### config.mk
export PLATFORM = sky130hd
export DESIGN_NAME = imcc_top
export DESIGN_NICKNAME = d
export VERILOG_FILES = /design/src/hdl/imcc_pkg.sv /design/src/hdl/imcc_top.sv
export VERILOG_INCLUDE_DIRS = /design/src /design/src/hdl
export SDC_FILE = /design/constraint.sdc
export NUM_CORES = 1
export LEC_CHECK = 0
export BUFFER_PORTS_ARGS = -buffer_cell sky130_fd_sc_hd__buf_4
export CAP_MARGIN = 30
export CORE_UTILIZATION = 30
export DETAILED_ROUTE_END_ITERATION = 12
export GPL_TIMING_DRIVEN = 1
export SYNTH_ARGS = -nofsm -noshare
export SYNTH_HDL_FRONTEND = slang
export SYNTH_SLANG_ARGS = --single-unit
### constraint.sdc
create_clock -name sys_clk -period 2.7 [get_ports sys_clk]
set_input_delay 0.675 -clock sys_clk [delete_from_list [all_inputs] [get_ports sys_clk]]
set_output_delay 0.675 -clock sys_clk [all_outputs]
set_load 0.1 [all_outputs]
### src/hdl/imcc_defs.svh
`ifndef IMCC_DEFS_SVH
`define IMCC_DEFS_SVH
// Function
// - Mask bit 0 gates sweep flag
// - Continuous sweep pulses interrupt 100ns each end
// - Mask bit 1 gates ADC ready
// - Mask bit 2 gates ADC missed
// - Mask bit 3 gates input events, overrides modes
// - Bit 4 cleared only with bit 3 clear
// - Mask bit 5 gates driver overcurrent
// - Bits 14:6 gate temperature bits individually
// - Mask bit 15 gates supply monitor
// - Edge mode: none, rise, fall, both
// - Edge fields split over two registers
// - Conversion mode 00 keeps ADC idle
// - Mode 01: start triggers one sweep
// - Mode 10: start converts current port, advance
// - Mode 11: sweep continuously, ignore start
// - Output mode 00 refreshes ports sequentially
// - Output mode 01 updates new port next
// - Modes 10/11 use shared presets a/b
// - Rate field selects 200/250/333/400 ksps
// - Event status records regardless; read-sequence clear

// Register byte offsets
`define IMCC_OFS_MASK 5'h00
`define IMCC_OFS_EDGE_LO 5'h04
`define IMCC_OFS_EDGE_HI 5'h08
`define IMCC_OFS_CTRL 5'h0C
`define IMCC_OFS_PEND 5'h10
`define IMCC_OFS_STAT_LO 5'h14
`define IMCC_OFS_STAT_HI 5'h18

// Reset values
`define IMCC_RST_MASK 16'hFFFF
`define IMCC_RST_EDGE 16'h0000
`define IMCC_RST_CTRL 16'h0000

// Mask and pending bit positions
`define IMCC_BIT_SWEEP 0
`define IMCC_BIT_ADC_RDY 1
`define IMCC_BIT_ADC_MISS 2
`define IMCC_BIT_EV_RDY 3
`define IMCC_BIT_EV_MISS 4
`define IMCC_BIT_OVC 5
`define IMCC_BIT_TEMP_LO 6
`define IMCC_BIT_SUPPLY 15

// Control field positions
`define IMCC_CONV_LSB 0
`define IMCC_UPD_LSB 2
`define IMCC_RATE_LSB 4

// Timing
`define IMCC_CLK_KHZ 250000
`define IMCC_PULSE_NS 100
`define IMCC_PULSE_CYC ((`IMCC_PULSE_NS * `IMCC_CLK_KHZ) / 1000000)
`define IMCC_RATE0_KSPS 200
`define IMCC_RATE1_KSPS 250
`define IMCC_RATE2_KSPS 333
`define IMCC_RATE3_KSPS 400
`define IMCC_CONV_CYC(k) (`IMCC_CLK_KHZ / (k))
`endif

### src/hdl/imcc_pkg.sv
package imcc_pkg;
    typedef enum logic [1:0] {IMCC_CONV_IDLE, IMCC_CONV_SWEEP, IMCC_CONV_SINGLE,
        IMCC_CONV_CONT} imcc_conv_mode_t;
    typedef enum logic [1:0] {IMCC_UPD_SEQ, IMCC_UPD_IMM, IMCC_UPD_PRESET_A,
        IMCC_UPD_PRESET_B} imcc_upd_mode_t;
    typedef struct packed {
        logic adc_ready_irq;
        logic adc_missed_irq;
        logic driver_overcurrent_irq;
        logic [2:0] internal_temp_irq;
        logic [2:0] remote_temp_a_irq;
        logic [2:0] remote_temp_b_irq;
        logic supply_monitor_irq;
    } imcc_events_t;
    typedef struct packed {
        logic strobe;
        logic [3:0] port;
        logic [1:0] source;
    } imcc_port_cmd_t;
endpackage

### src/hdl/imcc_top.sv
// Design decisions made here: register access over Avalon-MM and the register addresses.
`include "imcc_defs.svh"

module imcc_top import imcc_pkg::*; #(
    parameter int PORTS = 12,
    parameter int DAC_STEP_CYC = 64
) (
    // Clock and reset
    input wire logic sys_clk,
    input wire logic sys_rst,
    // Avalon-MM slave
    input wire logic [4:0] avs_address,
    input wire logic avs_read,
    input wire logic avs_write,
    input wire logic [31:0] avs_writedata,
    input wire logic [3:0] avs_byteenable,
    output logic [31:0] avs_readdata,
    output logic avs_waitrequest,
    // Port configuration and pins
    input wire logic [PORTS-1:0] adc_port_map,
    input wire logic [PORTS-1:0] dac_port_map,
    input wire logic [PORTS-1:0] gpi_pins,
    input wire logic conversion_start_in,
    // Event pulses from the analog side
    input wire imcc_events_t events,
    input wire logic dac_new_data,
    input wire logic [3:0] dac_new_port,
    // Converter commands and interrupt output
    output imcc_port_cmd_t adc_cmd,
    output imcc_port_cmd_t dac_cmd,
    output logic [1:0] conversion_rate_sel,
    output logic int_n
);
    // ========================================
    // Helpers
    function automatic logic [3:0] find_from(input logic [PORTS-1:0] map, input logic [4:0] from);
        logic [3:0] r;
        r = 4'hF;
        for (int i = PORTS - 1; i >= 0; i--) begin
            if (map[i] && 5'(i) >= from) begin
                r = 4'(i);
            end
        end
        return r;
    endfunction

    function automatic logic [1:0] edge_field(input logic [15:0] lo, input logic [15:0] hi,
            input int p);
        logic [1:0] r;
        r = 2'h0;
        if (p < 6) begin
            r = lo[4 + 2 * p +: 2];
        end else if (p < 11) begin
            r = hi[6 + 2 * (p - 6) +: 2];
        end else begin
            r = hi[1:0];
        end
        return r;
    endfunction

    // ========================================
    // Registers and synchronisers
    logic [15:0] interrupt_mask, input_edge_mode_low, input_edge_mode_high, device_control;
    logic [15:0] pend;
    logic [PORTS-1:0] input_event_status;
    logic [PORTS-1:0] gpi_s1, gpi_s2, gpi_prev;
    logic start_s1, start_s2, start_prev;
    logic clr_armed, seen_lo, seen_hi;

    always_ff @(posedge sys_clk) begin
        if (sys_rst) begin
            gpi_s1 <= '0;
            gpi_s2 <= '0;
            gpi_prev <= '0;
            start_s1 <= 1'b0;
            start_s2 <= 1'b0;
            start_prev <= 1'b0;
        end else begin
            gpi_s1 <= gpi_pins;
            gpi_s2 <= gpi_s1;
            gpi_prev <= gpi_s2;
            start_s1 <= conversion_start_in;
            start_s2 <= start_s1;
            start_prev <= start_s2;
        end
    end

    wire start_rise = start_s2 && !start_prev;
    // ========================================
    // Bus decode
    wire req = avs_read || avs_write;
    wire do_acc = req && !avs_waitrequest;
    wire do_wr = do_acc && avs_write;
    wire do_rd = do_acc && avs_read;
    wire [15:0] wmask = {{8{avs_byteenable[1]}}, {8{avs_byteenable[0]}}};
    wire wr_mask = do_wr && avs_address == `IMCC_OFS_MASK;
    wire wr_elo = do_wr && avs_address == `IMCC_OFS_EDGE_LO;
    wire wr_ehi = do_wr && avs_address == `IMCC_OFS_EDGE_HI;
    wire wr_ctrl = do_wr && avs_address == `IMCC_OFS_CTRL;
    wire rd_pend = do_rd && avs_address == `IMCC_OFS_PEND;
    wire rd_slo = do_rd && avs_address == `IMCC_OFS_STAT_LO;
    wire rd_shi = do_rd && avs_address == `IMCC_OFS_STAT_HI;
    wire [15:0] wr_bits = avs_writedata[15:0] & wmask;
    wire [15:0] mask_merged = (interrupt_mask & ~wmask) | wr_bits;
    // bit 4 held while bit 3 set
    wire [15:0] next_mask = {mask_merged[15:5],
        mask_merged[4] | mask_merged[3], mask_merged[3:0]};
    wire [15:0] stat_lo_view = {input_event_status[10:6], 3'h0, input_event_status[5:0], 2'h0};
    wire [15:0] stat_hi_view = {15'h0, input_event_status[11]};
    logic [15:0] rd_mux;
    always_comb begin
        unique case (avs_address)
            `IMCC_OFS_MASK: rd_mux = interrupt_mask;
            `IMCC_OFS_EDGE_LO: rd_mux = input_edge_mode_low;
            `IMCC_OFS_EDGE_HI: rd_mux = input_edge_mode_high;
            `IMCC_OFS_CTRL: rd_mux = device_control;
            `IMCC_OFS_PEND: rd_mux = pend;
            `IMCC_OFS_STAT_LO: rd_mux = stat_lo_view;
            `IMCC_OFS_STAT_HI: rd_mux = stat_hi_view;
            default: rd_mux = 16'h0000;
        endcase
    end

    always_ff @(posedge sys_clk) begin
        if (sys_rst) begin
            avs_waitrequest <= 1'b1;
            avs_readdata <= 32'h00000000;
            interrupt_mask <= `IMCC_RST_MASK;
            input_edge_mode_low <= `IMCC_RST_EDGE;
            input_edge_mode_high <= `IMCC_RST_EDGE;
            device_control <= `IMCC_RST_CTRL;
        end else begin
            avs_waitrequest <= !(req && avs_waitrequest);
            if (req && avs_waitrequest) begin
                avs_readdata <= {16'h0000, rd_mux};
            end
            if (wr_mask) begin
                interrupt_mask <= next_mask;
            end
            if (wr_elo) begin
                input_edge_mode_low <= (input_edge_mode_low & ~wmask) | wr_bits;
            end
            if (wr_ehi) begin
                input_edge_mode_high <= (input_edge_mode_high & ~wmask) | wr_bits;
            end
            if (wr_ctrl) begin
                device_control <= (device_control & ~wmask) | wr_bits;
            end
        end
    end

    imcc_conv_mode_t conv_mode;
    imcc_upd_mode_t upd_mode;
    assign conv_mode = imcc_conv_mode_t'(device_control[`IMCC_CONV_LSB +: 2]);
    assign upd_mode = imcc_upd_mode_t'(device_control[`IMCC_UPD_LSB +: 2]);

    // ========================================
    // Input edge detection
    logic [PORTS-1:0] ev_hit;
    for (genvar p = 0; p < PORTS; p++) begin : g_edge
        wire [1:0] md = edge_field(input_edge_mode_low, input_edge_mode_high, p);
        assign ev_hit[p] = (md[0] && gpi_s2[p] && !gpi_prev[p])
            || (md[1] && !gpi_s2[p] && gpi_prev[p]);
    end
    wire any_ev = |ev_hit;
    wire ev_missed = |(ev_hit & input_event_status);
    wire stat_clear = clr_armed && (seen_lo || rd_slo) && (seen_hi || rd_shi);

    always_ff @(posedge sys_clk) begin
        if (sys_rst) begin
            input_event_status <= '0;
            clr_armed <= 1'b0;
            seen_lo <= 1'b0;
            seen_hi <= 1'b0;
        end else begin
            input_event_status <= (stat_clear ? '0 : input_event_status) | ev_hit;
            if (rd_pend) begin
                clr_armed <= 1'b1;
                seen_lo <= 1'b0;
                seen_hi <= 1'b0;
            end else if (stat_clear) begin
                clr_armed <= 1'b0;
                seen_lo <= 1'b0;
                seen_hi <= 1'b0;
            end else begin
                seen_lo <= seen_lo || (clr_armed && rd_slo);
                seen_hi <= seen_hi || (clr_armed && rd_shi);
            end
        end
    end
    // ========================================
    // ADC sequencer
    localparam logic [10:0] CONV_CYC [4] = '{11'(`IMCC_CONV_CYC(`IMCC_RATE0_KSPS)),
        11'(`IMCC_CONV_CYC(`IMCC_RATE1_KSPS)), 11'(`IMCC_CONV_CYC(`IMCC_RATE2_KSPS)),
        11'(`IMCC_CONV_CYC(`IMCC_RATE3_KSPS))};
    logic adc_busy, adc_sweep;
    logic [3:0] adc_port, single_ptr;
    logic [10:0] conv_cnt;
    wire [10:0] conv_len = CONV_CYC[device_control[`IMCC_RATE_LSB +: 2]];
    wire [3:0] first_adc = find_from(adc_port_map, 5'h00);
    wire [3:0] next_adc = find_from(adc_port_map, 5'(adc_port) + 5'h01);
    wire [3:0] single_pick = find_from(adc_port_map, {1'b0, single_ptr});
    wire [3:0] single_go = (single_pick == 4'hF) ? first_adc : single_pick;
    wire conv_done = adc_busy && conv_cnt == 11'h001;
    wire sweep_end = conv_done && adc_sweep && next_adc == 4'hF;
    wire launch_sweep = !adc_busy && first_adc != 4'hF
        && ((conv_mode == IMCC_CONV_SWEEP && start_rise) || conv_mode == IMCC_CONV_CONT);
    wire launch_single = !adc_busy && conv_mode == IMCC_CONV_SINGLE && start_rise
        && first_adc != 4'hF;

    always_ff @(posedge sys_clk) begin
        if (sys_rst) begin
            adc_busy <= 1'b0;
            adc_sweep <= 1'b0;
            adc_port <= 4'h0;
            single_ptr <= 4'h0;
            conv_cnt <= 11'h000;
            adc_cmd <= '0;
            conversion_rate_sel <= 2'h0;
        end else begin
            conversion_rate_sel <= device_control[`IMCC_RATE_LSB +: 2];
            adc_cmd.strobe <= 1'b0;
            adc_cmd.source <= 2'h0;
            if (conv_mode == IMCC_CONV_IDLE) begin
                adc_busy <= 1'b0;
                single_ptr <= 4'h0;
            end else if (launch_sweep || launch_single) begin
                adc_busy <= 1'b1;
                adc_sweep <= launch_sweep;
                adc_port <= launch_sweep ? first_adc : single_go;
                conv_cnt <= conv_len;
                adc_cmd.strobe <= 1'b1;
                adc_cmd.port <= launch_sweep ? first_adc : single_go;
                if (launch_single) begin
                    single_ptr <= single_go + 4'h1;
                end
            end else if (conv_done) begin
                if (adc_sweep && next_adc != 4'hF) begin
                    adc_port <= next_adc;
                    conv_cnt <= conv_len;
                    adc_cmd.strobe <= 1'b1;
                    adc_cmd.port <= next_adc;
                end else begin
                    adc_busy <= 1'b0;
                end
            end else if (adc_busy) begin
                conv_cnt <= conv_cnt - 11'h001;
            end
        end
    end
    // ========================================
    // DAC update sequencer
    logic [3:0] dac_ptr, imm_port;
    logic imm_pend;
    logic [$clog2(DAC_STEP_CYC+1)-1:0] dac_cnt;
    wire dac_tick = dac_cnt == '0;
    wire [3:0] dac_look = find_from(dac_port_map, {1'b0, dac_ptr});
    wire [3:0] dac_seq = (dac_look == 4'hF) ? find_from(dac_port_map, 5'h00) : dac_look;
    wire [3:0] dac_pick = (imm_pend && upd_mode == IMCC_UPD_IMM) ? imm_port : dac_seq;

    always_ff @(posedge sys_clk) begin
        if (sys_rst) begin
            dac_ptr <= 4'h0;
            imm_port <= 4'h0;
            imm_pend <= 1'b0;
            dac_cnt <= '0;
            dac_cmd <= '0;
        end else begin
            dac_cmd.strobe <= 1'b0;
            if (dac_new_data && upd_mode == IMCC_UPD_IMM) begin
                imm_pend <= 1'b1;
                imm_port <= dac_new_port;
            end
            dac_cnt <= dac_tick ? ($bits(dac_cnt))'(DAC_STEP_CYC - 1) : dac_cnt - 1'b1;
            if (dac_tick && dac_seq != 4'hF) begin
                dac_cmd.strobe <= 1'b1;
                dac_cmd.port <= dac_pick;
                dac_cmd.source <= (upd_mode == IMCC_UPD_PRESET_A) ? 2'h1
                    : (upd_mode == IMCC_UPD_PRESET_B) ? 2'h2 : 2'h0;
                dac_ptr <= dac_pick + 4'h1;
                if (!(dac_new_data && upd_mode == IMCC_UPD_IMM)) begin
                    imm_pend <= 1'b0;
                end
            end
        end
    end
    // ========================================
    // Interrupt pending and output
    wire [15:0] pend_set = {events.supply_monitor_irq, events.remote_temp_b_irq,
        events.remote_temp_a_irq, events.internal_temp_irq, events.driver_overcurrent_irq,
        ev_missed, any_ev, events.adc_missed_irq, events.adc_ready_irq, sweep_end};
    wire [15:0] pend_live = pend & ~interrupt_mask;
    logic [4:0] pulse_cnt;
    wire cont_end = sweep_end && conv_mode == IMCC_CONV_CONT;

    always_ff @(posedge sys_clk) begin
        if (sys_rst) begin
            pend <= 16'h0000;
            pulse_cnt <= 5'h00;
            int_n <= 1'b1;
        end else begin
            pend <= (pend & ~(rd_pend ? avs_readdata[15:0] : 16'h0000)) | pend_set;
            if (cont_end) begin
                pulse_cnt <= 5'(`IMCC_PULSE_CYC);
            end else if (pulse_cnt != 5'h00) begin
                pulse_cnt <= pulse_cnt - 5'h01;
            end
            int_n <= !((|pend_live) || cont_end || pulse_cnt > 5'h01);
        end
    end
    // ========================================
    // Checks
    property p_mask_gate;
        @(posedge sys_clk) disable iff (sys_rst)
        (pulse_cnt == 5'h00 && !cont_end && pend_live == 16'h0000) |=> int_n;
    endproperty
    a_mask_gate: assert property (p_mask_gate) else $error("int low with nothing live");
    property p_live_low;
        @(posedge sys_clk) disable iff (sys_rst)
        (|pend_live) |=> !int_n;
    endproperty
    a_live_low: assert property (p_live_low) else $error("unmasked pending not shown");
    property p_pulse_len;
        @(posedge sys_clk) disable iff (sys_rst)
        cont_end |=> (!int_n) [*8] ##17 (pulse_cnt == 5'h01);
    endproperty
    a_pulse_len: assert property (p_pulse_len) else $error("sweep pulse wrong length");
    property p_miss_hold;
        @(posedge sys_clk) disable iff (sys_rst)
        wr_mask && avs_writedata[3] && avs_byteenable[0] |=> interrupt_mask[4];
    endproperty
    a_miss_hold: assert property (p_miss_hold) else $error("bit 4 cleared under bit 3");
    property p_idle;
        @(posedge sys_clk) disable iff (sys_rst)
        conv_mode == IMCC_CONV_IDLE |=> !adc_cmd.strobe;
    endproperty
    a_idle: assert property (p_idle) else $error("conversion in idle mode");
    property p_status_keep;
        @(posedge sys_clk) disable iff (sys_rst)
        (|ev_hit) |=> (input_event_status & $past(ev_hit)) == $past(ev_hit);
    endproperty
    a_status_keep: assert property (p_status_keep) else $error("event lost");
    property p_ev_pend;
        @(posedge sys_clk) disable iff (sys_rst)
        any_ev |=> pend[`IMCC_BIT_EV_RDY];
    endproperty
    a_ev_pend: assert property (p_ev_pend) else $error("event ready not pending");
    property p_single_one;
        @(posedge sys_clk) disable iff (sys_rst)
        launch_single |=> adc_cmd.strobe ##1 (!adc_cmd.strobe) [*8];
    endproperty
    a_single_one: assert property (p_single_one) else $error("single conversion twice");
    property p_preset;
        @(posedge sys_clk) disable iff (sys_rst)
        dac_tick && dac_seq != 4'hF && upd_mode == IMCC_UPD_PRESET_B |=> dac_cmd.source == 2'h2;
    endproperty
    a_preset: assert property (p_preset) else $error("wrong preset source");
endmodule // imcc_top

Yosys cells after proc, flatten, opt, wreduce, memory -nomap -nowiden
Cells that the tools add are included.
Word-level totals
  flip-flop bits (word level): 210
  input port bits: 100
  output and inout bits: 50
  word-level logic and storage cells: 401
Cells by class
  $add $sub $neg: 6
  $lt $le $gt $ge: 38
  equality and inequality tests: 21
  muxes and demuxes: 94
  bitwise gates (word level): 20
  reduce and logical (&&, ||, !) cells: 185
Operator list (count)
  $mux 4: 62
  $logic_and 1x1->1: 114
  $and 16x16->16: 7
  $pmux 16 s7: 1
  $or 16x16->16: 5
  $mux 11: 6
  $not 16->16: 3
  $ge 3x4->1 const A: 8
  $ge 4x4->1 const A: 8
  $logic_not 1->1: 29
  $mux 5: 5
  $reduce_or 12->1: 2
  $bmux 11 s2: 1
  $logic_or 1x1->1: 21
  $ge 3x5->1 const A: 4
  $ge 4x5->1 const A: 4
  $ge 1x4->1 const A: 4
  $ge 2x4->1 const A: 4
  $mux 16: 1
  $reduce_or 16->1: 1
  $eq 5x5->1 const B: 3
  $mux 3: 5
  $and 12x12->12: 1
  $eq 4x4->1 const B: 3
  36 further kinds: 62

Longest topological paths before layout
Gate-level depths: netlist (run 1).
  depth in word-level cells: 21
  mapped depth: 12
  gate-level depth less buffers: 10

Worst setup path after synthesis (run 1)
Ideal clock, no wire load.
  kind: register -> register
  start: register adc_port[1]
  end: register adc_port[1]
  arrival: 2.715 ns
  data required time: 2.620 ns
  slack: -0.094 ns
  cell stages (with the launch flop): 13
  buffers on the path: 2
  cell sequence: dfxtp_1 > inv_1 > ha_1 > buf_6 > or3_1 > o21a_1 > o31a_1 > a211oi_2 > and2_1 > buf_6 > o31a_4 > a2111oi_4 > a211oi_2
Between the ends
  cells in the longest elaborated chain, start to end: 19
  elaborated cells between the ends (all ways): 44
  those cells by class: add/sub (1); order compare (12); eq/ne (1); mux (15); reduce/logical (15)
Ends and longest elaborated chain
  start, declared: RTL line imcc_top.sv:197  | logic [3:0] adc_port, single_ptr;
  start signal, assigned: RTL line imcc_top.sv:230  | adc_port <= launch_sweep ? first_adc : single_go;
  start signal, assigned: RTL line imcc_top.sv:239  | adc_port <= next_adc;
  $add 4x1->5 (*): RTL line imcc_top.sv:201  | wire [3:0] next_adc = find_from(adc_port_map, 5'(adc_port) + 5'h01);
  $ge 4x5->1: RTL line imcc_top.sv:40  | if (map[i] && 5'(i) >= from) begin
  $logic_and 1x1->1: RTL line imcc_top.sv:40
  $mux 3: RTL line imcc_top.sv:40
  $mux 4 (10 in a row): RTL line imcc_top.sv:40
  $mux 4 (*): RTL line imcc_top.sv:40
  $ne 4x4->1: RTL line imcc_top.sv:238  | if (adc_sweep && next_adc != 4'hF) begin
  $logic_and 1x1->1: RTL line imcc_top.sv:238
  $reduce_bool 2->1 (no source line)
  $reduce_and 3->1 (no source line)
Every way passes the cells marked *; elsewhere a longest branch is shown, timed or not. The select of a mux whose other input is x is not followed.
A chain may end at the register's enable or synchronous reset.

Worst setup path in the final report (run 1)
  start: register adc_port[1]
  end: register adc_cmd[3] in the netlist's numbering
Between the ends
  cells in the longest elaborated chain, start to end: 19
  elaborated cells between the ends (all ways): 44
  those cells by class: add/sub (1); order compare (12); eq/ne (1); mux (15); reduce/logical (15)
Ends and longest elaborated chain
  $add 4x1->5 (*): RTL line imcc_top.sv:201
  $ge 4x5->1: RTL line imcc_top.sv:40
  $logic_and 1x1->1: RTL line imcc_top.sv:40
  $mux 3: RTL line imcc_top.sv:40
  $mux 4 (10 in a row): RTL line imcc_top.sv:40
  $mux 4 (*): RTL line imcc_top.sv:40
  $ne 4x4->1: RTL line imcc_top.sv:238
  $logic_and 1x1->1: RTL line imcc_top.sv:238
  $reduce_bool 2->1 (no source line)
  $reduce_and 3->1 (no source line)
  end, declared: RTL line imcc_top.sv:29  | output imcc_port_cmd_t adc_cmd,
Marked as above.

==> results.yml, run 1 <==
run_status:
  status: "completed"
sta:
  slew_headroom: 0.458
  slew_violations: 0
  post-route-min-period_ns: 2.59
  hold_violations: 0
  fin_ws_ns: 0.110
  finalSetupViolCount: 0
  tightest_slew_ns: 0.805
  period_share: 0.959
  fin_skew_ns: 0.0174
  fmax_ghz: 0.386
worst_hold_path:
  hold_end: "pend[8]"
  hold_class: "in2reg"
  worstHoldStart: "events[9]"
  whs_path_depth: 3
pwr:
  powerDensity_nw_per_um2: 652
  p_total_w: 0.00846
  leakagePower_nw: 5.16
  irDropWorstVdd_v: 0.000421
die:
  start_util: 0.306
  pin_count: 150
  die_w_um: 187
  die-height_um: 187
  core_region_area_um2: 33600
  dieArea_um2: 35000
  core.rowCount: 67
drt:
  routedWlPerCell_um: 16.5
  vias_per_cell: 5.11
  ant_nets: 0
  drt_iter0_drc: 715
  wl_um: 30100
  firstDrtPassIters: 5
  post-route-drc-count: 0
  vias: 9313
setup_path:
  critPathSlowestCell: "a2111oi_4"
  slowest_delay_ns: 0.40
  critPathMaxFanout: 5
  cp_cell_sequence: "inv_2 -> ha_4 -> or3_4 -> o21a_1 -> o31a_1 -> a211oi_2 -> and2_4 -> buf_6 -> nor4_2 -> a2111oi_4 -> nor3_2"
  reg2reg_setup_slack_ns: 0.11
  worstSetupStartpointType: "register"
  cp-end-kind: "register"
  cp.required_ns: 3.07
  r2r-start: "adc_port[1]"
  rr_worst_depth: 11
  arrival_ns: 2.96
  reg2reg_to: "adc_cmd[3]"
  critPathKind: "reg2reg"
placement:
  gp_congestion: 0.899
  dpl.hpwl_um: 22000
  pre_cts_slack_ns: -0.0299
  dpl_cell_area_um2: 11900
  port_buffers: 113
clock_tree:
  path_clk_slew_ns: 0.06
  clock_path_buffers: 3
  numCtsBuffers: 23
  clock_latency_ns: 0.51
  root_buffer: "clkbuf_16"
  cts_tree: "built"
  cts.htree.levels: 1
  clkSinkCount: 208
synth:
  synth-seq-cells: 208
  ys_top_cells_by_area: "dfxtp_1, mux2i_1, nor2_1"
  synth_area_um2: 10300
  avgSynthCellArea_um2: 8.48
  ys.flop_type: "dfxtp_1"
  netlist_instances: 1213
  synthArstFlopShare: 0
  yosysTopAreaCellShare: 0.405
  synth_cell_types: 79
  synth_edf_count: 0
  synth_top_area_cell: "dfxtp_1"
  yosysSeqAreaShare: 0.405
  ys_warn_count: 0
grt:
  grt_pass1_vias: 8868
  grt_pass1_wl_um: 47400
  grt.total_usage: 0.165
  globalRouteOverflowTotal: 0
  antenna_found_initial: 1
  grt_max_degree: 57
final_layout:
  nets: 1475
  areaGrowthSynthToFinish_pct: 26.2
  multiInputGateArea_um2: 5690
  final_common_cell: "dfxtp_1"
  regArea_um2: 4170
  final_core_util: 0.386
  final_area_um2: 13000
  fill_cells: 3411
  layout_common_cells: "dfxtp_1, buf_4, nor2_1"
  drive_gt1_frac: 0.201
job:
  cap_violations: 0
Yosys cell counts (8+ instances only):
cell and count:
clkbuf_1 48, o31ai_1 10, a221o_1 16, a22oi_1 24, mux2i_1 89, nand3b_1 15
dfxtp_1 208, o211ai_1 9, buf_2 11, inv_1 37, and2_1 8, nor2_1 170
ha_1 17, o22ai_1 16, nand2b_1 10, buf_4 19, o21ai_0 64, a22o_1 8
a211oi_1 8, nor2b_1 63, nand2_1 90, a21oi_1 83, nor3_1 23, nor4_1 17
stage by stage:
step                      cells   TNS, ns  hold WS [ns]
final                      1824         0         0.366
after global routing       1823  -0.00834         0.364
after CTS                  1819         0         0.355
after detailed placement   1774    -0.130         0.427
after global placement     1774    -0.105         0.427
after floorplan            1230         0         0.414
timing repair:
| action | CTS | global route |
|---|---|---|
| cloned | 0 | 1 |
| hold buffers | 0 | 0 |
| endpoints found under the setup margin | 8 | 20 |
| pin swaps | 4 | 5 |
| gates resized for setup | 5 | 10 |
| setup buffers | 3 | 3 |
worst max path at each step:
stage | to | startpoint | cells past startpoint
after CTS | adc_port[1] | adc_port[0] | 11
final | adc_cmd[3] | adc_port[1] | 11
after floorplan | adc_port[1] | adc_port[1] | 12
after global placement | conv_cnt[2] | adc_port_map[0] | 9
after detailed placement | adc_port[1] | adc_port[1] | 11
after global routing | adc_cmd[3] | adc_port[1] | 11
cells by family (layout without fill, tap and decap cells):
group	after synthesis	count (layout)	share of synthesized area
buffers and inverters	125	270	0.0561
adder cells (fa/ha/maj)	17	17	0.0207
XOR/XNOR	9	9	0.00766
AO/OA/AOI/OAI	310	310	0.204
flip-flops	208	208	0.405
other	1	19	0.000364
AND/OR/NAND/NOR	451	451	0.216
multiplexers	92	92	0.0901
per-layer routing:
metal  part of all wire  GRT usage  wire length (um)  up-vias
met5                  0          0                 0        -
met4              0.028     0.0520               840        0
met3              0.048     0.0216              1440       56
met2               0.48      0.284             14400      268
met1               0.45      0.214             13400     4408
li1                   -          -                 -     4581
final cells by class:
class                      count  share of cell area
multi-input combinational    897               0.438
tap                          448              0.0432
clock buffer                  31              0.0520
inverter                      38              0.0110
antenna                        1            0.000193
clock inverter                11              0.0182
sequential                   208               0.321
timing repair buffer         190               0.117
where the power goes:
part / internal (W) / total [W] / switching (W)
Sequential: 0.00322 / 0.00337 / 0.000150
Clock: 0.00242 / 0.00372 / 0.00130
Combinational: 0.000491 / 0.00137 / 0.000884
Total: 0.00613 / 0.00846 / 0.00233
worst max-delay path, delay by kind of cell (launching register included):
family          cells  cell delay (ns)
simple gates        4             0.64
compound gates      4             1.09
flops               1             0.35
fa+ha+maj           1             0.22
buf+inv             2             0.15
Note: power is estimated with default switching activity, not from simulation.
==> run 2, diff against run 1 <==
Settings changed: BUFFER_PORTS_ARGS -buffer_cell sky130_fd_sc_hd__buf_4 to unset, DONT_BUFFER_PORTS set to 1.
==> results.yml, run 2 (synthesized netlist as in run 1, its figures left out) <==
setup_path:
  rr_worst_depth: 10
  arrival_ns: 2.97
  worstSetupStartpointType: "register"
  cp.depth: 10
  critPathMaxFanout: 6
  reg2reg_setup_slack_ns: 0.10
  cpMostUsedCell: "a211oi_2"
  cp.required_ns: 3.07
  cp-endpoint: "adc_port[1]"
  slowest_delay_ns: 0.36
  path_delay_family: "compound AO/OA/AOI/OAI gates"
  cp-startpoint: "adc_port[1]"
  cp_cell_sequence: "inv_1 -> ha_4 -> or3_1 -> o21a_1 -> o31a_1 -> a211oi_2 -> and2_4 -> nor4_1 -> a2111oi_4 -> a211oi_2"
  cp.buffers_inverters: 1
  critPathSlowestCell: "dfxtp_2"
  reg2reg_to: "adc_port[1]"
  cp-end-kind: "register"
  critPathKind: "reg2reg"
  r2r-start: "adc_port[1]"
grt:
  grt_pass1_wl_um: 46100
  grt_max_degree: 195
  antenna_found_initial: 0
  grt_pass1_vias: 8519
  globalRouteOverflowTotal: 0
  grt.total_usage: 0.162
clock_tree:
  clock_latency_ns: 0.51
  root_buffer: "clkbuf_16"
  cts_tree: "built"
  path_clk_slew_ns: 0.06
  clock_path_buffers: 3
  postCtsHoldBufs: 0
  clkSinkCount: 208
  post_cts.repair.setup_buffers: 0
  numCtsBuffers: 24
  cts.htree.levels: 1
pwr:
  switching_power_w: 0.00217
  intPower_w: 0.00558
  seq_power_share: 0.433
  combPwrFrac: 0.149
  irDropWorstVdd_v: 0.000403
  sw_frac_of_total: 0.280
  clkPwrFrac: 0.418
  leakagePower_nw: 4.59
  powerDensity_nw_per_um2: 644
final_layout:
  nets: 1374
  n_antenna_cell: 0
  areaGrowthSynthToFinish_pct: 16.9
  fill_cells: 3462
  drive_gt1_frac: 0.130
  fin_cells: 1722
  layout_common_cells: "dfxtp_1, nor2_1, nand2_1"
  final_common_cell: "dfxtp_1"
sta:
  fin_skew_ns: 0.0106
  fmax_ghz: 0.385
  slew_headroom: 0.458
  tns_ns: 0
  fin_ws_ns: 0.104
  period_share: 0.961
  hold_violations: 0
  finalSetupViolCount: 0
  fin_hold_ws_ns: 0.272
  post-route-min-period_ns: 2.60
  tightest_slew_ns: 0.804
  slew_violations: 0
job:
  cap_violations: 0
drt:
  post-route-drc-count: 0
  wl_um: 29200
  routedWlPerCell_um: 16.9
  vias_per_cell: 5.16
  firstDrtPassIters: 5
  vias: 8880
  drt_iter0_drc: 732
  ant_nets: 0
placement:
  gp_congestion: 0.863
  place_inst: 1679
  pre_cts_slack_ns: -0.0747
  port_buffers: 0
  dpl.hpwl_um: 21200
die:
  die-height_um: 187
  start_util: 0.306
  pin_count: 150
  dieArea_um2: 35000
  core.rowCount: 67
  core_region_area_um2: 33600
  die_w_um: 187
worst_hold_path:
  hold_class: "in2reg"
run_status:
  status: "completed"
==> run 2: changes by cell type in the layout (fill, tap and decap cells not counted), sizes merged <==
cell	previous run	this run
buf	189	88
clkinv	2	5
diode	1	0
bufinv	7	1
clkbuf	32	36
clkinvlp	1	0
==> run 2: final cells by class <==
type	instances	area, um2	share of cell area
clock buffers	36	737	0.0612
multi-input cells	897	5690	0.473
clock inverters	7	63.8	0.00530
flip-flops and latches	208	4170	0.346
well taps	448	561	0.0466
repair buffers	88	673	0.0559
inverters	38	143	0.0119
==> run 2: worst min-delay path by stage <==
stage / startpoint / end / cells past startpoint
final: sys_rst / dac_cmd[4] / 1
after global routing: sys_rst / dac_cmd[5] / 1
after CTS: sys_rst / dac_ptr[2] / 1
after detailed placement: start_s1 / start_s2 / 1
after global placement: gpi_s1[0] / gpi_s2[0] / 1
after floorplan: gpi_s1[0] / gpi_s2[0] / 1
==> run 2: what timing repair did <==
| action | 4_1_cts | 5_1_grt |
|---|---|---|
| hold endpoints to repair | 0 | 0 |
| gates resized for setup | 6 | 4 |
| pin swaps | 0 | 2 |
| endpoints found under the setup margin | 14 | 25 |
==> run 2: per-stage QoR <==
stage | instance area [um2] | utilization | total power (W)
2_1_floorplan | 10400 | - | 0.00440
3_3_place_gp | 11200 | 0.332 | 0.00454
3_5_place_dp | 11200 | 0.332 | 0.00457
4_1_cts | 12000 | 0.357 | 0.00783
5_1_grt | 12000 | 0.358 | 0.00808
6_report | 12000 | 0.358 | 0.00775
==> run 2: power groups by stage <==
| stage | clock (W) | combinational (W) | sequential (W) |
|---|---|---|---|
| 3_5_place_dp | 0 | 0.00115 | 0.00342 |
| 5_1_grt | 0.00344 | 0.00126 | 0.00338 |
| 2_1_floorplan | 0 | 0.000795 | 0.00360 |
| 3_3_place_gp | 0 | 0.00113 | 0.00342 |
| 4_1_cts | 0.00332 | 0.00115 | 0.00335 |
| 6_report | 0.00324 | 0.00115 | 0.00336 |
==> run 2: per-layer routing <==
layer,track usage,routed length (um)
met1,0.207,12800
met2,0.276,13800
met5,0,0
met3,0.0280,1700
met4,0.0476,830
==> run 3, diff against run 2 <==
Settings changed: CTS_BUF_LIST set to sky130_fd_sc_hd__clkbuf_4.
==> results.yml, run 3 (synthesized netlist as in run 1, its figures left out) <==
run_status:
  status: "completed"
clock_tree:
  postCtsHoldBufs: 0
  clkSinkCount: 208
  root_buffer: "clkbuf_4"
  cts_tree: "built"
  path_clk_slew_ns: 0.07
  clock_path_buffers: 3
  clock_latency_ns: 0.68
  numCtsBuffers: 54
  cts.htree.levels: 2
sta:
  period_share: 0.983
  fin_ws_ns: 0.0453
  fin_skew_ns: 0.0341
  post-route-min-period_ns: 2.65
  slew_violations: 0
  fmax_ghz: 0.377
  tightest_slew_ns: 0.829
  slew_headroom: 0.441
  rsz0062_at_grt: "yes"
  tns_ns: 0
  hold_violations: 0
  finalSetupViolCount: 0
drt:
  ant_nets: 0
  firstDrtPassIters: 7
  vias_per_cell: 5.11
  wl_um: 29600
  drt_iter0_drc: 775
  post-route-drc-count: 0
  routedWlPerCell_um: 16.7
  vias: 9074
setup_path:
  r2r-start: "adc_port[1]"
  cp.required_ns: 3.28
  rr_worst_depth: 11
  cp_cell_sequence: "inv_2 -> ha_4 -> or3_4 -> o21a_1 -> o31a_1 -> a211oi_2 -> and2_4 -> buf_4 -> nand3_4 -> or2_4 -> a21oi_2"
  cp-end-kind: "register"
  critPathSlowestCell: "dfxtp_2"
  reg2reg_to: "pulse_cnt[0]"
  cp-startpoint: "adc_port[1]"
  critPathKind: "reg2reg"
  worstSetupStartpointType: "register"
  slowest_delay_ns: 0.34
  critPathMaxFanout: 6
  arrival_ns: 3.23
  reg2reg_setup_slack_ns: 0.05
worst_hold_path:
  whs_path_depth: 2
  hold_end: "pend[15]"
  hold_class: "in2reg"
  worstHoldStart: "events[0]"
final_layout:
  nets: 1409
  layout_common_cells: "dfxtp_1, nor2_1, buf_4"
  fill_cells: 3503
  final_common_cell: "dfxtp_1"
  drive_gt1_frac: 0.161
  n_antenna_cell: 0
  areaGrowthSynthToFinish_pct: 16.0
die:
  core.rowCount: 67
  dieArea_um2: 35000
  start_util: 0.306
  pin_count: 150
  die-height_um: 187
  core_region_area_um2: 33600
  die_w_um: 187
job:
  cap_violations: 0
placement:
  dpl.hpwl_um: 21200
  gp_congestion: 0.863
  port_buffers: 0
  pre_cts_slack_ns: -0.0747
grt:
  antenna_found_initial: 0
  grt.total_usage: 0.164
  grt_pass1_wl_um: 46500
  grt_max_degree: 195
  grt_pass1_vias: 8753
  globalRouteOverflowTotal: 0
pwr:
  leakagePower_nw: 4.60
  irDropWorstVdd_v: 0.000381
  powerDensity_nw_per_um2: 592
run 3: changes by cell type in the layout (fill, tap and decap cells not counted), moves of 2 or more:
cell / delta
clkbuf_4: +75
clkbuf_16: -25
clkinv_1: +13
clkbuf_8: -7
buf_4: +5
clkbuf_1: -4
clkinv_2: -4
inv_2: +2
run 3: layout make-up:
cell class,instances,area (um2),area share
Clock inverter,17,73.8,0.00618
Sequential cell,208,4170,0.349
Inverter,38,143,0.0119
Multi-Input combinational cell,897,5720,0.479
Tap cell,448,561,0.0470
Clock buffer,75,563,0.0472
Timing Repair Buffer,93,711,0.0595
run 3: timing repair:
action,in CTS,in global routing
endpoints found under the hold margin,0,0
setup endpoints to repair,14,23
buffers inserted,0,5
gates resized for setup,5,12
pin swaps,1,9
run 3: worst max path at each step:
stage | end | slack, ns | cells past startpoint
6_report | pulse_cnt[0] | 0.05 | 11
5_1_grt | pulse_cnt[0] | -0.03 | 11
4_1_cts | pulse_cnt[0] | 0.03 | 10
3_5_place_dp | pulse_cnt[0] | -0.07 | 9
3_3_place_gp | adc_port[0] | -0.04 | 10
2_1_floorplan | adc_port[1] | 0.01 | 12
run 3: where the power goes:
part	total [W]	switching [W]	internal (W)
Sequential	0.00335	0.000141	0.00321
Combinational	0.00116	0.000769	0.000388
Clock	0.00256	0.00128	0.00128
run 3: through the flow:
stage          cells  hold WS, ns  cell area (um2)  power [W]   util
3_3_place_gp    1679        0.428            11200    0.00454  0.332
6_report        1776        0.109            11900    0.00707  0.355
5_1_grt         1776       0.0636            11900    0.00745  0.355
3_5_place_dp    1679        0.430            11200    0.00457  0.332
4_1_cts         1771       0.0540            11800    0.00717  0.352
2_1_floorplan   1230        0.414            10400    0.00440      -
run 3: layer usage:
layer  share of wire  up-vias  track usage  wire length, um
li1                -     4471            -                -
met1            0.44     4280        0.205            12900
met2            0.47      267        0.275            13900
met3           0.062       56       0.0362             1850
met4           0.031        0       0.0649              909
met5               0        -            0                0
run 3: critical path: cells and delay by family (launching register included):
kind | cells | cell delay [ns]
buf+inv | 2 | 0.17
flops | 1 | 0.34
compound gates | 4 | 0.89
fa+ha+maj | 1 | 0.26
simple gates | 4 | 0.90
